===== config.mk =====
export PLATFORM = sky130hd
export DESIGN_NAME = sacl_top
export DESIGN_NICKNAME = d
export VERILOG_FILES = /design/src/design/sacl_pkg.sv /design/src/design/sacl_trig_edge.sv /design/src/design/sacl_top.sv
export SDC_FILE = /design/constraint.sdc
export NUM_CORES = 1
export LEC_CHECK = 0
export BUFFER_PORTS_ARGS = -buffer_cell sky130_fd_sc_hd__buf_2
export CAP_MARGIN = 10
export CORE_MARGIN = 2
export CORE_UTILIZATION = 50
export DETAILED_ROUTE_END_ITERATION = 6
export MAX_ROUTING_LAYER = met4
export PLACE_DENSITY = 0.74
export SLEW_MARGIN = 20
export SYNTH_ARGS = -nofsm -noshare
export SYNTH_HDL_FRONTEND = slang
export SYNTH_SLANG_ARGS = --single-unit

===== constraint.sdc =====
create_clock -name clk_sys_i -period 5.6 [get_ports clk_sys_i]
set_input_delay 0.56 -clock clk_sys_i [delete_from_list [all_inputs] [get_ports clk_sys_i]]
set_output_delay 0.56 -clock clk_sys_i [all_outputs]
set_load 0.02 [all_outputs]

===== src/design/sacl_pkg.sv =====
// Shared constants for the successive-approximation converter control block
package sacl_pkg;
   // Register address and reset value of the mode register
   localparam logic [15:0] MODE_ADDR     = 16'hFF80;
   localparam logic [7:0]  MODE_RESET    = 8'h01;
   // Field positions inside the mode register
   localparam int          RUN_BIT       = 7;
   localparam int          TRIG_BIT      = 6;
   localparam int          TIME_HI_BIT   = 5;
   localparam int          TIME_LO_BIT   = 4;
   localparam int          CHAN_MSB      = 3;
   localparam int          CHAN_LSB      = 1;
   localparam int          SPEED_BIT     = 0;
   // Conversion lengths in main-oscillator cycles, short and long variants
   localparam logic [7:0]  LEN_001_SHORT = 8'h50;
   localparam logic [7:0]  LEN_001_LONG  = 8'hA0;
   localparam logic [7:0]  LEN_011_SHORT = 8'h28;
   localparam logic [7:0]  LEN_011_LONG  = 8'h50;
   localparam logic [7:0]  LEN_100_SHORT = 8'h32;
   localparam logic [7:0]  LEN_100_LONG  = 8'h64;
   localparam logic [7:0]  LEN_101_SHORT = 8'h64;
   localparam logic [7:0]  LEN_101_LONG  = 8'hC8;
   // Number of result bits resolved per conversion
   localparam int          RES_BITS      = 8;
   // Edge codes for the external trigger
   localparam logic [1:0]  EDGE_FALL     = 2'h0;
   localparam logic [1:0]  EDGE_RISE     = 2'h1;
   localparam logic [1:0]  EDGE_BOTH     = 2'h3;
endpackage


===== src/design/sacl_trig_edge.sv =====
// Edge detector for the external conversion trigger pin
`timescale 1ns/1ps
`default_nettype none
module sacl_trig_edge (
   input  wire logic       clk_sys_i,
   input  wire logic       resetn_i,
   input  wire logic       ce_i,
   input  wire logic       pin_i,
   input  wire logic [1:0] edge_sel_i,
   output var  logic       hit_o
);
   typedef struct packed {
      logic live;
      logic prev;
      logic hit;
   } sacl_edge_state_t;

   sacl_edge_state_t st;
   sacl_edge_state_t next_st;

   ////////////////////////////////////////////////////////////////////////////
   // Pick the active edge from the two edge bits
   always_comb begin
      next_st      = st;
      next_st.live = 1'b1;
      next_st.prev = pin_i;
      case (edge_sel_i)
         sacl_pkg::EDGE_FALL: next_st.hit = st.prev & ~pin_i;
         sacl_pkg::EDGE_RISE: next_st.hit = ~st.prev & pin_i;
         sacl_pkg::EDGE_BOTH: next_st.hit = st.prev ^ pin_i;
         default:             next_st.hit = 1'b0; // Code 2 treated as no edge
      endcase
      // First sample after reset only primes the history, so a pin idling high
      // is not mistaken for a rising edge
      if (!st.live) begin
         next_st.hit = 1'b0;
      end
   end

   always_ff @(posedge clk_sys_i or negedge resetn_i) begin
      if (!resetn_i) begin
         st <= '0;
      end else if (ce_i) begin
         st <= next_st;
      end
   end

   assign hit_o = st.hit;
endmodule
`default_nettype wire


===== src/design/sacl_top.sv =====
// Control logic of an 8-channel, 8-bit successive-approximation converter
// Notes on behaviour
// - Resolve bits from MSB down, keeping each compare decision.
// - After LSB resolves, copy approximation register into result register.
// - Result register is 8-bit, read-only, reloaded every conversion end.
// - Result register has no defined reset value.
// - Mode register takes single-bit writes and whole-byte writes.
// - Mode register resets to 01H and sits at FF80H.
// - Mode fields: run b7, trigger b6, time b5:4, channel b3:1, speed b0.
// - Channel field value n selects analog input n.
// - Conversion length from time and speed bits; long when divide select 0.
// - Trigger bit 0 means software start, 1 means external trigger start.
// - Run bit 1 starts operation, 0 stops it.
// - Pins not used as analog inputs stay digital port pins.
// - Two edge bits select the external trigger's active edge.
// - Hardware start converts once; software start repeats; flag each end.
// - Hardware trigger comes from third external interrupt pin.
// - Keep bit set when input at or above tap, else clear.
`timescale 1ns/1ps
`default_nettype none
module sacl_top (
   input  wire logic       clk_sys_i,
   input  wire logic       resetn_i,
   input  wire logic       ce_i,
   input  wire logic [15:0] addr_i,
   input  wire logic       wr_byte_i,
   input  wire logic       wr_bit_i,
   input  wire logic [2:0] bit_pos_i,
   input  wire logic [7:0] wdata_i,
   input  wire logic       osc_divide_select_i,
   input  wire logic [1:0] ext_irq_edge_config_i,
   input  wire logic       ext_trigger_pin_i,
   input  wire logic       cmp_ge_i,
   input  wire logic       flag_clear_i,
   input  wire logic [7:0] analog_pin_count_select_i,
   output var  logic [7:0] adc_mode_control_o,
   output var  logic [7:0] adc_conversion_result_o,
   output var  logic [7:0] approx_tap_o,
   output var  logic [2:0] channel_o,
   output var  logic       converting_o,
   output var  logic       conv_end_irq_flag_o,
   output var  logic       conv_end_irq_o,
   output var  logic [7:0] analog_pin_enable_o
);
   // Gray-coded sequence: idle, waiting for step slot, comparing
   typedef enum logic [1:0] {
      SACL_IDLE = 2'h0,
      SACL_WAIT = 2'h1,
      SACL_CMP  = 2'h3
   } sacl_state_t;

   typedef struct packed {
      sacl_state_t fsm;
      logic [7:0]  mode;
      logic [7:0]  approximation_shift_reg;
      logic [7:0]  trial;
      logic [7:0]  result;
      logic [7:0]  slot_cnt;
      logic        flag;
      logic        irq;
      logic        hw_armed;
      logic [7:0]  pin_en;
      logic        busy;
   } sacl_regs_t;

   sacl_regs_t r;
   sacl_regs_t next_r;
   logic       trig_hit;

   ////////////////////////////////////////////////////////////////////////////
   // Conversion length lookup, used for step pacing
   function automatic logic [7:0] sacl_conv_len(input logic [2:0] code, input logic div_sel);
      logic [7:0] len;
      len = 8'h00;
      case (code)
         3'h1:    len = div_sel ? sacl_pkg::LEN_001_SHORT : sacl_pkg::LEN_001_LONG;
         3'h3:    len = div_sel ? sacl_pkg::LEN_011_SHORT : sacl_pkg::LEN_011_LONG;
         3'h4:    len = div_sel ? sacl_pkg::LEN_100_SHORT : sacl_pkg::LEN_100_LONG;
         3'h5:    len = div_sel ? sacl_pkg::LEN_101_SHORT : sacl_pkg::LEN_101_LONG;
         default: len = sacl_pkg::LEN_001_LONG; // Prohibited codes run the slow path
      endcase
      return len;
   endfunction

   // Wait count per bit step; the remainder of an uneven length goes to the first
   // bit, so every conversion lasts exactly its table length
   function automatic logic [7:0] sacl_step_len(input logic [7:0] mode, input logic div_sel,
                                                input logic first);
      logic [7:0] len;
      logic [7:0] extra;
      len   = sacl_conv_len({mode[sacl_pkg::TIME_HI_BIT], mode[sacl_pkg::TIME_LO_BIT],
                             mode[sacl_pkg::SPEED_BIT]}, div_sel);
      extra = first ? {5'h00, len[2:0]} : 8'h00;
      // The zero count and the compare cycle each take one cycle of the step
      return (len >> 3) + extra - 8'h02;
   endfunction

   ////////////////////////////////////////////////////////////////////////////
   // External trigger edge detection on the third external interrupt pin
   sacl_trig_edge u_trig (
      .clk_sys_i  (clk_sys_i),
      .resetn_i   (resetn_i),
      .ce_i       (ce_i),
      .pin_i      (ext_trigger_pin_i),
      .edge_sel_i (ext_irq_edge_config_i),
      .hit_o      (trig_hit)
   );

   ////////////////////////////////////////////////////////////////////////////
   // Next-state logic for registers and the step sequencer
   always_comb begin
      logic run;
      logic hw;
      run        = r.mode[sacl_pkg::RUN_BIT];
      hw         = r.mode[sacl_pkg::TRIG_BIT];
      next_r     = r;
      next_r.irq = 1'b0;
      // Pins at or above the selected count remain digital ports
      for (int i = 0; i < 8; i++) begin
         next_r.pin_en[i] = (analog_pin_count_select_i > 8'(i));
      end
      if (flag_clear_i) begin
         next_r.flag = 1'b0;
      end
      if (trig_hit && hw && run) begin
         next_r.hw_armed = 1'b1;
      end
      case (r.fsm)
         SACL_IDLE: begin
            if (run && (!hw || r.hw_armed || (trig_hit && hw))) begin
               next_r.hw_armed = 1'b0;
               next_r.trial    = 8'h80;
               next_r.approximation_shift_reg      = 8'h80;
               next_r.slot_cnt = sacl_step_len(r.mode, osc_divide_select_i, 1'b1);
               next_r.fsm      = SACL_WAIT;
            end
         end
         SACL_WAIT: begin
            if (r.slot_cnt == 8'h00) begin
               next_r.fsm = SACL_CMP;
            end else begin
               next_r.slot_cnt = r.slot_cnt - 8'h01;
            end
         end
         SACL_CMP: begin
            // Keep the trial bit only when input is at or above the tap
            next_r.approximation_shift_reg = cmp_ge_i ? r.approximation_shift_reg : (r.approximation_shift_reg & ~r.trial);
            if (r.trial[0]) begin
               next_r.result = next_r.approximation_shift_reg;
               next_r.flag   = 1'b1;       // Set beats a same-cycle clear
               next_r.irq    = 1'b1;
               // Hardware start converts once; software start loops
               next_r.fsm    = SACL_IDLE;
            end else begin
               next_r.trial    = r.trial >> 1;
               next_r.approximation_shift_reg      = next_r.approximation_shift_reg | (r.trial >> 1);
               next_r.slot_cnt = sacl_step_len(r.mode, osc_divide_select_i, 1'b0);
               next_r.fsm      = SACL_WAIT;
            end
         end
         default: next_r.fsm = SACL_IDLE;
      endcase
      // Stopping aborts any conversion in flight; no result is stored unless the LSB compare falls in the same cycle
      if (!run) begin
         next_r.fsm      = SACL_IDLE;
         next_r.hw_armed = 1'b0;
      end
      // Software writes to the mode register, bit or byte wide
      if (addr_i == sacl_pkg::MODE_ADDR) begin
         if (wr_byte_i) begin
            next_r.mode = wdata_i;
         end else if (wr_bit_i) begin
            next_r.mode[bit_pos_i] = wdata_i[0];
         end
      end
      // Busy is registered so the status pin comes straight from a flop
      next_r.busy = (next_r.fsm != SACL_IDLE);
   end

   ////////////////////////////////////////////////////////////////////////////
   // State register; the result is cleared only so one process owns all state,
   // software must still treat it as undefined until a conversion ends
   always_ff @(posedge clk_sys_i or negedge resetn_i) begin
      if (!resetn_i) begin
         r.fsm      <= SACL_IDLE;
         r.mode     <= sacl_pkg::MODE_RESET;
         r.approximation_shift_reg      <= 8'h00;
         r.trial    <= 8'h00;
         r.result   <= 8'h00;
         r.slot_cnt <= 8'h00;
         r.flag     <= 1'b0;
         r.irq      <= 1'b0;
         r.hw_armed <= 1'b0;
         r.pin_en   <= 8'h00;
         r.busy     <= 1'b0;
      end else if (ce_i) begin
         r <= next_r;
      end
   end

   ////////////////////////////////////////////////////////////////////////////
   // Outputs, each straight from a flop
   assign adc_mode_control_o      = r.mode;
   assign adc_conversion_result_o = r.result;
   assign approx_tap_o            = r.approximation_shift_reg;
   assign channel_o               = r.mode[sacl_pkg::CHAN_MSB:sacl_pkg::CHAN_LSB];
   assign converting_o            = r.busy;
   assign conv_end_irq_flag_o     = r.flag;
   assign conv_end_irq_o          = r.irq;
   assign analog_pin_enable_o     = r.pin_en;

   ////////////////////////////////////////////////////////////////////////////
   // Checks
   a_mode_reset_val: assert property (@(posedge clk_sys_i)
      $rose(resetn_i) |-> r.mode == 8'h01) else $error("mode reset value wrong");
   a_result_on_end: assert property (@(posedge clk_sys_i) disable iff (!resetn_i)
      (ce_i && r.fsm == SACL_CMP && r.trial[0] && r.mode[7])
      |=> (r.result == r.approximation_shift_reg && r.irq)) else $error("result not loaded at end");
   a_flag_with_load: assert property (@(posedge clk_sys_i) disable iff (!resetn_i)
      $changed(r.irq) && r.irq |-> r.flag) else $error("flag not set with result");
   a_msb_first: assert property (@(posedge clk_sys_i) disable iff (!resetn_i)
      (ce_i && r.fsm == SACL_IDLE && next_r.fsm == SACL_WAIT)
      |=> r.trial == 8'h80) else $error("conversion did not start at msb");
   a_cmp_keep_bit: assert property (@(posedge clk_sys_i) disable iff (!resetn_i)
      (ce_i && r.mode[7] && r.fsm == SACL_CMP && !cmp_ge_i)
      |=> (r.approximation_shift_reg & $past(r.trial)) == 8'h00) else $error("bit kept below tap");
   a_stop_idles: assert property (@(posedge clk_sys_i) disable iff (!resetn_i)
      (ce_i && !r.mode[7] && !(wr_byte_i || wr_bit_i)) |=> r.fsm == SACL_IDLE)
      else $error("converter ran while stopped");
   a_byte_write: assert property (@(posedge clk_sys_i) disable iff (!resetn_i)
      (ce_i && wr_byte_i && addr_i == 16'hFF80) |=> r.mode == $past(wdata_i))
      else $error("byte write lost");
   a_chan_field: assert property (@(posedge clk_sys_i) disable iff (!resetn_i)
      (ce_i && wr_byte_i && addr_i == 16'hFF80) |=> channel_o == $past(wdata_i[3:1]))
      else $error("channel field misplaced");
   c_sw_conv: cover property (@(posedge clk_sys_i) disable iff (!resetn_i)
      r.irq && !r.mode[6]);
   c_hw_conv: cover property (@(posedge clk_sys_i) disable iff (!resetn_i)
      r.irq && r.mode[6]);
   c_stop_mid: cover property (@(posedge clk_sys_i) disable iff (!resetn_i)
      r.fsm == SACL_WAIT ##1 r.fsm == SACL_IDLE && !r.irq);
endmodule
`default_nettype wire


## Word level (Yosys, flattened, before mapping)

Index checks and enable logic that the tools add are counted.

- Add/subtract/negate cells: 4
- $lt $le $gt $ge: 10
- Equality and inequality tests: 12
- Multiplexer cells: 36
- Bitwise gates (word level): 8
- Reduce and logical (&&, ||, !) cells: 19

Operators with widths:

| cell | count |
|---|---|
| two-way mux 8 bit | 12 |
| greater-than comparator 8 x 3 -> 1 bit, second input constant | 4 |
| two-way mux 16 bit | 2 |
| case mux 16 bit (2 select lines) | 1 |
| case mux 8 bit (4 select lines) | 1 |
| case mux 8 bit (3 select lines) | 1 |
| == test 16 bit, second input constant | 1 |
| greater-than comparator 8 x 1 -> 1 bit, second input constant | 2 |
| greater-than comparator 8 x 2 -> 1 bit, second input constant | 2 |
| two-way mux 7 bit | 2 |
| two-way mux 2 bit | 5 |
| AND reduction 3 bit | 3 |
| bitwise AND 8 bit | 1 |
| bitwise mux 8 bit | 1 |
| zero test 8 bit | 1 |
| two-way mux 1 bit | 8 |
| inverter 8 bit | 1 |
| bitwise OR 8 x 7 -> 8 bit | 1 |
| subtractor 8 x 1 -> 8 bit, second input constant | 1 |
| subtractor 6 x 2 -> 7 bit, second input constant | 1 |
| adder 5 x 3 -> 6 bit | 1 |
| == test 3 bit, second input constant | 2 |
| inequality test 2 bit, second input constant | 3 |
| case mux 2 bit (3 select lines) | 1 |
| 20 further kinds | 31 |

- Flip-flop bits (word level): 57
- Output and inout bits: 38

## Depth between registers and ports, before layout

Gate-level depths: netlist (run 1).

- Depth in word-level cells: 10
- Depth in mapped cells: 12

## Hierarchy

From an unflattened synthesis (run 1), not the netlist that was laid out.

- Cell total of the unflattened synthesis: 388
- Area total of the unflattened synthesis: 3513.4 um^2

Modules (own cells, without submodules):

| module | instances | cells an instance | area an instance (um^2) | seq. area each (um^2) |
|---|---|---|---|---|
| sacl_top | 1 | 373 | 3352.0 | 1352.5 |
| sacl_trig_edge | 1 | 15 | 161.4 | 75.1 |

## Worst setup path before layout (run 1)

OpenSTA, ideal clock, no wires.

- Path type: in2reg
- Start point: input osc_divide_select_i
- End point: register r[18] (netlist bit)
- Arrival time: 2360 ps
- Data required time: 5477 ps
- Path slack: 3116 ps
- Stages: 11
- Path buffers: 1
- Path through: buf_2 -> o311a_1 -> ha_1 -> inv_1 -> ha_1 -> inv_1 -> fa_1 -> nand3_1 -> o21ai_0 -> a31oi_1 -> o21ai_1

- Cells in the longest elaborated chain, start to end: 8
- Elaborated cells between the ends (all ways): 15

RTL lines:

| item | line | text |
|---|---|---|
| start: declaration | sacl_top.sv:30 | `input wire logic osc_divide_select_i,` |
| two-way mux 8 bit (tied with other cells) | sacl_top.sv:79 | `3'h5: len = div_sel ? sacl_pkg::LEN_101_SHORT : sacl_pkg::LEN_101_LONG;` |
| case mux 8 bit (4 select lines) * | sacl_top.sv:75 | `case (code)` |
| two-way mux 8 bit | sacl_top.sv:130 | `if (run && (!hw \|\| r.hw_armed \|\| (trig_hit && hw))) begin` |
| two-way mux 8 bit | sacl_top.sv:128 | `case (r.fsm)` |
| adder 5 x 3 -> 6 bit | sacl_top.sv:95 | `return (len >> 3) + extra - 8'h02;` |
| subtractor 6 x 2 -> 7 bit | sacl_top.sv:95 |  |
| two-way mux 8 bit | sacl_top.sv:130 |  |
| case mux 8 bit (3 select lines) * | sacl_top.sv:128 |  |
| end signal: assignment | sacl_top.sv:197 | `r <= next_r;` |
| end: declaration | sacl_top.sv:66 | `sacl_regs_t r;` |

Every way passes the cells marked *; elsewhere a longest branch is shown, timed or not. The select of a mux whose other input is x is not followed.
A chain may end at the register's enable or synchronous reset.

## Worst setup path in the final report (run 1)

- Start point: register r, in the netlist adc_mode_control_o[5]
- End point: register r[18] (netlist bit)

- Cells in the longest elaborated chain, start to end: 8
- Elaborated cells between the ends (all ways): 15

RTL lines:

| item | line |
|---|---|
| == test 3 bit (tied with other cells) | sacl_top.sv:75 |
| case mux 8 bit (4 select lines) * | sacl_top.sv:75 |
| two-way mux 8 bit | sacl_top.sv:130 |
| two-way mux 8 bit | sacl_top.sv:128 |
| adder 5 x 3 -> 6 bit | sacl_top.sv:95 |
| subtractor 6 x 2 -> 7 bit | sacl_top.sv:95 |
| two-way mux 8 bit | sacl_top.sv:130 |
| case mux 8 bit (3 select lines) * | sacl_top.sv:128 |

Marks and branches as above.

==> results.md, run 1 <==
* wire length reported by the detailed router: 7.17 mm
* H-tree lvl count: 3
* Placed Area: 3690 um2
* Worst R2R End: r[18]
* WP buf/inv: 2
* outcome: finished, final reports clean
* r2r setup slk: 2.96 ns
* number of routed nets with antenna violations: 0
* number of top-level pins: 84
* length in cells of the worst reg-to-reg path: 11
* primary flip-flop cell chosen by synthesis mapping: sky130_fd_sc_hd__dfrtp_1
* number of vias after detailed routing: 2904
* number of antenna violations at the first check in global routing: 0
* delay-heaviest family, CP: adder cells
* share of synthesized registers carrying an async set or reset: 1.00
* power density of the placed cells: 236 nW/um2
* CORE AREA: 6790 um2
* maximum cell stage delay along the critical path: 0.49 ns
* Max clock buf depth: 2
* Inst Count DP: 512
* total design power: 0.925 mW
* number of hold violations in the final report: 0
* Gate Count Post-Synth: 385
* syn_area_per_cell: 9.15 um2
* startpoint of the most critical register-to-register path: adc_mode_control_o[5]
* P_sw: 0.208 mW
* initial cell density of the core: 0.519
* Min-Delay Path Class: input port to async pin
* total of warnings raised by yosys: 0
* Post-Synthesis Cell Area: 3520 um2
* global-route wire length before repair: 12.5 mm
* Port Buf Inserts: 83
* setup TNS after final layout: 0 ns
* share of post-route cells with drive strength above 1: 0.272
* GRT Util Overall: 0.208
* vias in the first global route: 2782
* TritonCTS clock tree: done
* Ant. Diodes: 0
* Peak supply drop: 0.112 mV
* average routed wire per standard cell: 13.6 um
* total gr overflow: 0
* DIE HEIGHT: 88.0 um
* number of setup buffers added after CTS: 0
* WP data arrival: 2.84 ns
* Inserted Clock Buffers: 9
* Max Slew Vio Count: 0
* Final Net Count: 485
* detailed placement HPWL: 5.12 mm
* synthesized net count: 443
* Die Wd: 88.0 um
* post_cts resized: 0
* register area share after synthesis: 0.405
* maximum achievable frequency: 379 MHz
* floorplan die area: 7740 um2
* endpoint kind of the worst setup timing path: flip-flop
* setup repair after global routing missed its margin: false
* combinational group share of total power: 0.078
* post-detailed-route via-to-cell ratio: 5.52
* final setup vio count: 0
* Remaining DRCs: 0
* crit path cell chain: nor2b_1 -> o311a_1 -> ha_1 -> inv_1 -> ha_1 -> inv_1 -> fa_1 -> nand3_1 -> o21ai_0 -> a31oi_1 -> o21ai_1
* count of flip-flops with a built-in enable after synthesis: 0
* Int Power: 0.717 mW
* hold buffers post-CTS: 0
* sequential cell area: 1430 um2
* root buffer cell: sky130_fd_sc_hd__clkbuf_8
* critical-path maximum fanout: 12
* final instance area: 3910 um2
* slew at the pin with the worst max-slew slack: 0.766 ns
* share of power burned in registers: 0.459
* Seq cells post-synth: 57
* drt first pass iters: 5
* worst max-slew margin expressed relative to the limit: 0.487
* number of fill cells in the layout: 602
* Req. time, crit path: 5.79 ns
* Clock Sinks: 57
* static power due to leakage: 1.86 nW
* final critical path time including I/O delays and setup: 2.64 ns
* CP Class: flip-flop to flip-flop
* pin count of the biggest net entering global routing: 58
* number of DRC violations after detailed-routing iteration 0: 140
* clock network power share: 0.463
* growth of design area from synthesis to finish: 11.0%
* kind of start point of the critical path: flip-flop
* post-route clock period utilization: 0.472
* slowest library cell on the worst path: sky130_fd_sc_hd__dfrtp_1
* final non-filler cell total: 526
* clock transition at the register clock pins on the worst setup and hold paths after CTS: 0.07 ns
* Unique masters post-synth: 66
* max-cap viol count: 0
* clock insertion delay at the later pin of the skew report: 0.32 ns
* total area of multi-input combinational cells: 1630 um2
* total number of placement rows: 30
* clock skew after layout: 0.00953 ns
* GPL Wtd Cong: 0.812
* Sw Share: 0.225
## through the flow
stage / setup slack (ns) / utilization / hold slack (ns)
final: 2.96 / 0.576 / 0.369
after global routing: 2.78 / 0.576 / 0.439
after CTS: 2.97 / 0.576 / 0.402
after detailed placement: 2.95 / 0.544 / 0.451
after global placement: 3.00 / 0.544 / 0.451
after floorplan: 3.12 / - / 0.264
## logic make-up (layout without fill, tap and decap cells)
family	count (synthesis)	in the layout	synth area share
buffers and inverters	79	124	0.133
adder cells (fa/ha/maj)	12	12	0.0447
flip-flops	57	57	0.405
multiplexers	3	3	0.00994
AND/OR/NAND/NOR	123	123	0.189
AO/OA/AOI/OAI	107	107	0.208
XOR/XNOR	4	4	0.00994
## how the worst max path moves through the flow
| stage | from | end | cells after the start |
|---|---|---|---|
| floorplan | osc_divide_select_i | r[18] | 11 |
| global placement | osc_divide_select_i | r[19] | 11 |
| detailed placement | osc_divide_select_i | r[19] | 11 |
| CTS | adc_mode_control_o[5] | r[19] | 11 |
| global route | adc_mode_control_o[5] | r[18] | 11 |
| finish | adc_mode_control_o[5] | r[18] | 11 |
## state kept, by name, summed over array words and instances, names as in the netlist
signal                   cells
r                           19
u_trig.hit_o                 1
u_trig.st                    2
converting_o                 1
conv_end_irq_o               1
approx_tap_o                 8
conv_end_irq_flag_o          1
adc_mode_control_o           8
analog_pin_enable_o          8
adc_conversion_result_o      8
## cell usage after synthesis (10+ instances only)
master / n / share of area
sky130_fd_sc_hd__a21oi_1: 13 / 0.018
sky130_fd_sc_hd__o21ai_1: 13 / 0.018
sky130_fd_sc_hd__a31oi_1: 11 / 0.020
sky130_fd_sc_hd__nor2b_1: 10 / 0.018
sky130_fd_sc_hd__nand2_1: 35 / 0.037
sky130_fd_sc_hd__dfrtp_1: 56 / 0.40
sky130_fd_sc_hd__a22o_1: 14 / 0.035
sky130_fd_sc_hd__o21ai_0: 16 / 0.023
sky130_fd_sc_hd__inv_1: 24 / 0.026
sky130_fd_sc_hd__ha_1: 11 / 0.039
sky130_fd_sc_hd__nor2_1: 26 / 0.028
sky130_fd_sc_hd__buf_4: 38 / 0.081
## placed cells by master, fill, tap and decap left out, types with 7 or more instances in the layout
master                      n
sky130_fd_sc_hd__nor2_1    26
sky130_fd_sc_hd__o31ai_1    7
sky130_fd_sc_hd__nand2_1   35
sky130_fd_sc_hd__o21ai_1   13
sky130_fd_sc_hd__dfrtp_1   56
sky130_fd_sc_hd__buf_2     83
sky130_fd_sc_hd__a21oi_1   13
sky130_fd_sc_hd__o21ai_0   16
sky130_fd_sc_hd__o211ai_1   8
sky130_fd_sc_hd__a31oi_1   11
sky130_fd_sc_hd__inv_1     24
sky130_fd_sc_hd__a22o_1    14
sky130_fd_sc_hd__nand2b_1   7
sky130_fd_sc_hd__nand3_1    8
sky130_fd_sc_hd__ha_1      11
sky130_fd_sc_hd__nor2b_1   10
sky130_fd_sc_hd__a32oi_1    7
sky130_fd_sc_hd__clkbuf_8  11
## final cells by class
| type | count | area share |
|---|---|---|
| well taps | 96 | 0.0307 |
| inverters | 26 | 0.0250 |
| clock buffers | 11 | 0.0387 |
| clock inverters | 3 | 0.0166 |
| multi-input cells | 249 | 0.416 |
| flip-flops and latches | 57 | 0.365 |
| repair buffers | 84 | 0.108 |
## power by group through the flow
| stage | sequential (mW) | clock, mW | combinational, mW |
|---|---|---|---|
| 2_1_floorplan | 0.430 | 0 | 0.0402 |
| 3_3_place_gp | 0.432 | 0 | 0.0711 |
| 3_5_place_dp | 0.432 | 0 | 0.0730 |
| 4_1_cts | 0.424 | 0.435 | 0.0734 |
| 5_1_grt | 0.425 | 0.457 | 0.0825 |
| 6_report | 0.425 | 0.428 | 0.0724 |
## per-layer routing
metal  global-route usage  vias to the layer above  part of all wire
met5                    -                        -                 0
met4               0.0615                        0            0.0053
met3               0.0443                        5             0.052
met2                0.337                       92              0.48
met1                0.263                     1384              0.46
li1                     -                     1423                 -
No activity file was read; power rests on OpenSTA's default activity.
==> inputs of run 2 (changes only) <==
--- a/config.mk
+++ b/config.mk
@@ -5,13 +5,14 @@
 export SDC_FILE = /design/constraint.sdc
 export NUM_CORES = 1
 export LEC_CHECK = 0
+export ABC_AREA = 1
 export BUFFER_PORTS_ARGS = -buffer_cell sky130_fd_sc_hd__buf_2
 export CAP_MARGIN = 10
 export CORE_MARGIN = 2
-export CORE_UTILIZATION = 50
+export CORE_UTILIZATION = 49
 export DETAILED_ROUTE_END_ITERATION = 6
 export MAX_ROUTING_LAYER = met4
-export PLACE_DENSITY = 0.74
+export PLACE_DENSITY = 0.76
 export SLEW_MARGIN = 20
 export SYNTH_ARGS = -nofsm -noshare
 export SYNTH_HDL_FRONTEND = slang
==> constraint.sdc (replaced) <==
create_clock -name clk_sys_i -period 2.4 [get_ports clk_sys_i]
set_input_delay 0.24 -clock clk_sys_i [delete_from_list [all_inputs] [get_ports clk_sys_i]]
set_output_delay 0.24 -clock clk_sys_i [all_outputs]
set_load 0.02 [all_outputs]
==> run 2 against run 1 <==
Compared with the run above: synthesized cell count is 22% higher; fmax up 5.2%; hold slack worse by 0.36 ns; setup slack worse by 3.1 ns; combinational power increased to 3.4 times the previous value; the run now ends with negative setup slack left; clock power up 110%; via count increased by 12%; critical path type unchanged; sequential cell count is the same.
==> results.md, run 2 <==
* Peak supply drop: 0.386 mV
* Ant. Diodes: 0
* maximum achievable frequency: 398 MHz
* Min-Delay Path Class: input port to async pin
* number of top-level pins: 84
* flip-flop count of the largest register after layout: 19
* worst hold slack after final layout: 0.0126 ns
* share of post-route cells with drive strength above 1: 0.314
* register area share after synthesis: 0.399
* average routed wire per standard cell: 12.4 um
* TritonCTS clock tree: done
* clock network power share: 0.418
* initial cell density of the core: 0.499
* share of synthesized registers carrying an async set or reset: 1.00
* final instance area: 4220 um2
* Seq cells post-synth: 57
* Max Slew Vio Count: 0
* combinational group share of total power: 0.113
* Worst setup endpoint: r[16]
* post-detailed-route via-to-cell ratio: 5.06
* number of DRC violations after detailed-routing iteration 0: 156
* drt first pass iters: 4
* commonest cells after routing, fill and taps aside: sky130_fd_sc_hd__nand2_1 (109), sky130_fd_sc_hd__buf_2 (83), sky130_fd_sc_hd__dfrtp_1 (55)
* r2r setup slk: -0.11 ns
* length in cells of the worst reg-to-reg path: 11
* worst max-slew margin expressed relative to the limit: 0.439
* hold buffers post-CTS: 0
* global-route wire length before repair: 13.2 mm
* pin count of the biggest net entering global routing: 39
* syn_area_per_cell: 7.65 um2
* Final Net Count: 596
* total number of placement rows: 31
* number of vias after detailed routing: 3243
* CP Class: flip-flop to flip-flop
* violations in the final reports: negative setup slack
* power density of the placed cells: 511 nW/um2
* post-route clock period utilization: 1.05
* Int Power: 1.61 mW
* Placed Area: 3900 um2
* met2 usage in global routing: 0.378
* Remaining DRCs: 0
* WP data arrival: 2.72 ns
* primary flip-flop cell chosen by synthesis mapping: sky130_fd_sc_hd__dfrtp_1
* synthesized net count: 526
* max-cap viol count: 0
* Req. time, crit path: 2.61 ns
* clock transition at the register clock pins on the worst setup and hold paths after CTS: 0.07 ns
* number of hold violations in the final report: 0
* number of antenna violations at the first check in global routing: 0
* growth of design area from synthesis to finish: 18.0%
* DIE HEIGHT: 89.5 um
* kind of start point of the critical path: flip-flop
* P_sw: 0.543 mW
* Clock Sinks: 57
* cell type with the highest aggregate area in the netlist: sky130_fd_sc_hd__dfrtp_1
* number of routed nets with antenna violations: 0
* GRT Util Overall: 0.218
* final setup vio count: 4
* Gate Count Post-Synth: 468
* Unique masters post-synth: 38
* count of flip-flops with a built-in enable after synthesis: 0
* most common cell after layout, fill and taps aside: sky130_fd_sc_hd__nand2_1
* outcome: finished with violations
* setup TNS after final layout: -0.327 ns
* peak-usage layer in the global routing report: met2
* final critical path time including I/O delays and setup: 2.51 ns
* share of power burned in registers: 0.470
* Worst R2R End: r[16]
* detailed placement HPWL: 5.79 mm
* slew at the pin with the worst max-slew slack: 0.842 ns
* CORE AREA: 7180 um2
* Sw Share: 0.252
* wire length reported by the detailed router: 7.94 mm
* H-tree lvl count: 3
* Crit. Startpoint: adc_mode_control_o[0]
* vias in the first global route: 3121
* proportion of netlist area held by the largest area contributor: 0.391
* dominant cells by area after synthesis: sky130_fd_sc_hd__dfrtp_1 (39%), sky130_fd_sc_hd__nand2_1 (12%), sky130_fd_sc_hd__buf_4 (7.5%)
* Final WS setup: -0.112 ns
* clock insertion delay at the later pin of the skew report: 0.33 ns
* met1 track demand over resource in global routing: 0.244
* endpoint kind of the worst setup timing path: flip-flop
* critical-path maximum fanout: 6
* total design power: 2.16 mW
* root buffer cell: sky130_fd_sc_hd__clkbuf_8
* top post-synthesis cells by count: sky130_fd_sc_hd__nand2_1 (113), sky130_fd_sc_hd__dfrtp_1 (56), sky130_fd_sc_hd__inv_1 (54), sky130_fd_sc_hd__nor2_1 (39), sky130_fd_sc_hd__buf_4 (36)
* floorplan die area: 8000 um2
* startpoint of the most critical register-to-register path: adc_mode_control_o[0]
* GPL Wtd Cong: 0.817
* cell with the most instances after synthesis: sky130_fd_sc_hd__nand2_1
* setup repair after global routing missed its margin: true
* static power due to leakage: 2.14 nW
* total gr overflow: 0
* Max clock buf depth: 2
* Port Buf Inserts: 83
* Die Wd: 89.5 um
* Inserted Clock Buffers: 9
* final core utilization: 0.589
* Post-Synthesis Cell Area: 3580 um2
* grt met3 use: 0.0582
* register with the most flip-flops: r
* clock skew after layout: 0.0106 ns
* total of warnings raised by yosys: 0
## run 2: cell count changes in the layout (fill, tap and decap cells not counted), sizes merged, moves of 15 or more
cell and change:
nand2 +83, inv +32, buf +18, o21ai +18, a21oi +15
## run 2: worst min path at each step
stage	end	slack (ns)	from	cells past startpoint
after global placement	analog_pin_enable_o[2]	0.39	resetn_i	1
final	analog_pin_enable_o[1]	0.01	resetn_i	1
after global routing	analog_pin_enable_o[1]	0.08	resetn_i	1
after floorplan	adc_conversion_result_o[0]	-0.06	resetn_i	0
after CTS	analog_pin_enable_o[1]	0.03	resetn_i	1
after detailed placement	analog_pin_enable_o[1]	0.39	resetn_i	1
## run 2: area by class of cell
cell class,count,area [um2]
clock inverters,3,40.0
multi-input cells,309,1690
clock buffers,12,155
fillers,664,2950
flip-flops and latches,57,1430
well taps,99,124
repair buffers,102,562
inverters,59,226
## run 2: power by group through the flow
| stage | logic (mW) | clock network (mW) | registers (mW) |
|---|---|---|---|
| after floorplan | 0.152 | 0 | 1.03 |
| after global placement | 0.227 | 0 | 1.03 |
| after detailed placement | 0.235 | 0 | 1.03 |
| after CTS | 0.237 | 0.917 | 1.01 |
| after global routing | 0.279 | 0.963 | 1.02 |
| final | 0.243 | 0.901 | 1.01 |
## run 2: worst max-delay path: stages (launching register included)
cell,delay [ns]
sky130_fd_sc_hd__dfstp_2,0.60
sky130_fd_sc_hd__inv_2,0.07
sky130_fd_sc_hd__nor3_2,0.28
sky130_fd_sc_hd__a21oi_1,0.08
sky130_fd_sc_hd__ha_1,0.31
sky130_fd_sc_hd__inv_2,0.07
sky130_fd_sc_hd__ha_4,0.13
sky130_fd_sc_hd__inv_4,0.04
sky130_fd_sc_hd__fa_2,0.42
sky130_fd_sc_hd__o21ai_2,0.13
sky130_fd_sc_hd__nand3_1,0.08
sky130_fd_sc_hd__o21a_1,0.18
## run 2: cell families (layout without fill, tap and decap cells)
family	after synthesis	in the layout	synth area share
AND/OR/NAND/NOR	200	200	0.240
adder cells (fa/ha/maj)	12	12	0.0440
buffers and inverters	102	176	0.154
AO/OA/AOI/OAI	97	97	0.163
flip-flops	57	57	0.399
## run 2: metal layers
layer / up-vias / share of wire
li1: 1631 / -
met1: 1528 / 0.44
met2: 75 / 0.51
met3: 9 / 0.040
met4: 0 / 0.011
met5: - / 0
## run 2: through the flow
| step | setup WS, ns | std cells |
|---|---|---|
| 2_1_floorplan | 0.0140 | 468 |
| 3_3_place_gp | -0.0542 | 621 |
| 3_5_place_dp | -0.168 | 621 |
| 4_1_cts | -0.0425 | 639 |
| 5_1_grt | -0.208 | 641 |
| 6_report | -0.112 | 641 |
## run 2: what timing repair did
action | in CTS | in global routing
hold endpoints to repair | 0 | 0
endpoints found under the setup margin | 5 | 5
pin swaps | 4 | 14
gates resized for setup | 7 | 23
setup buffers | 3 | 2
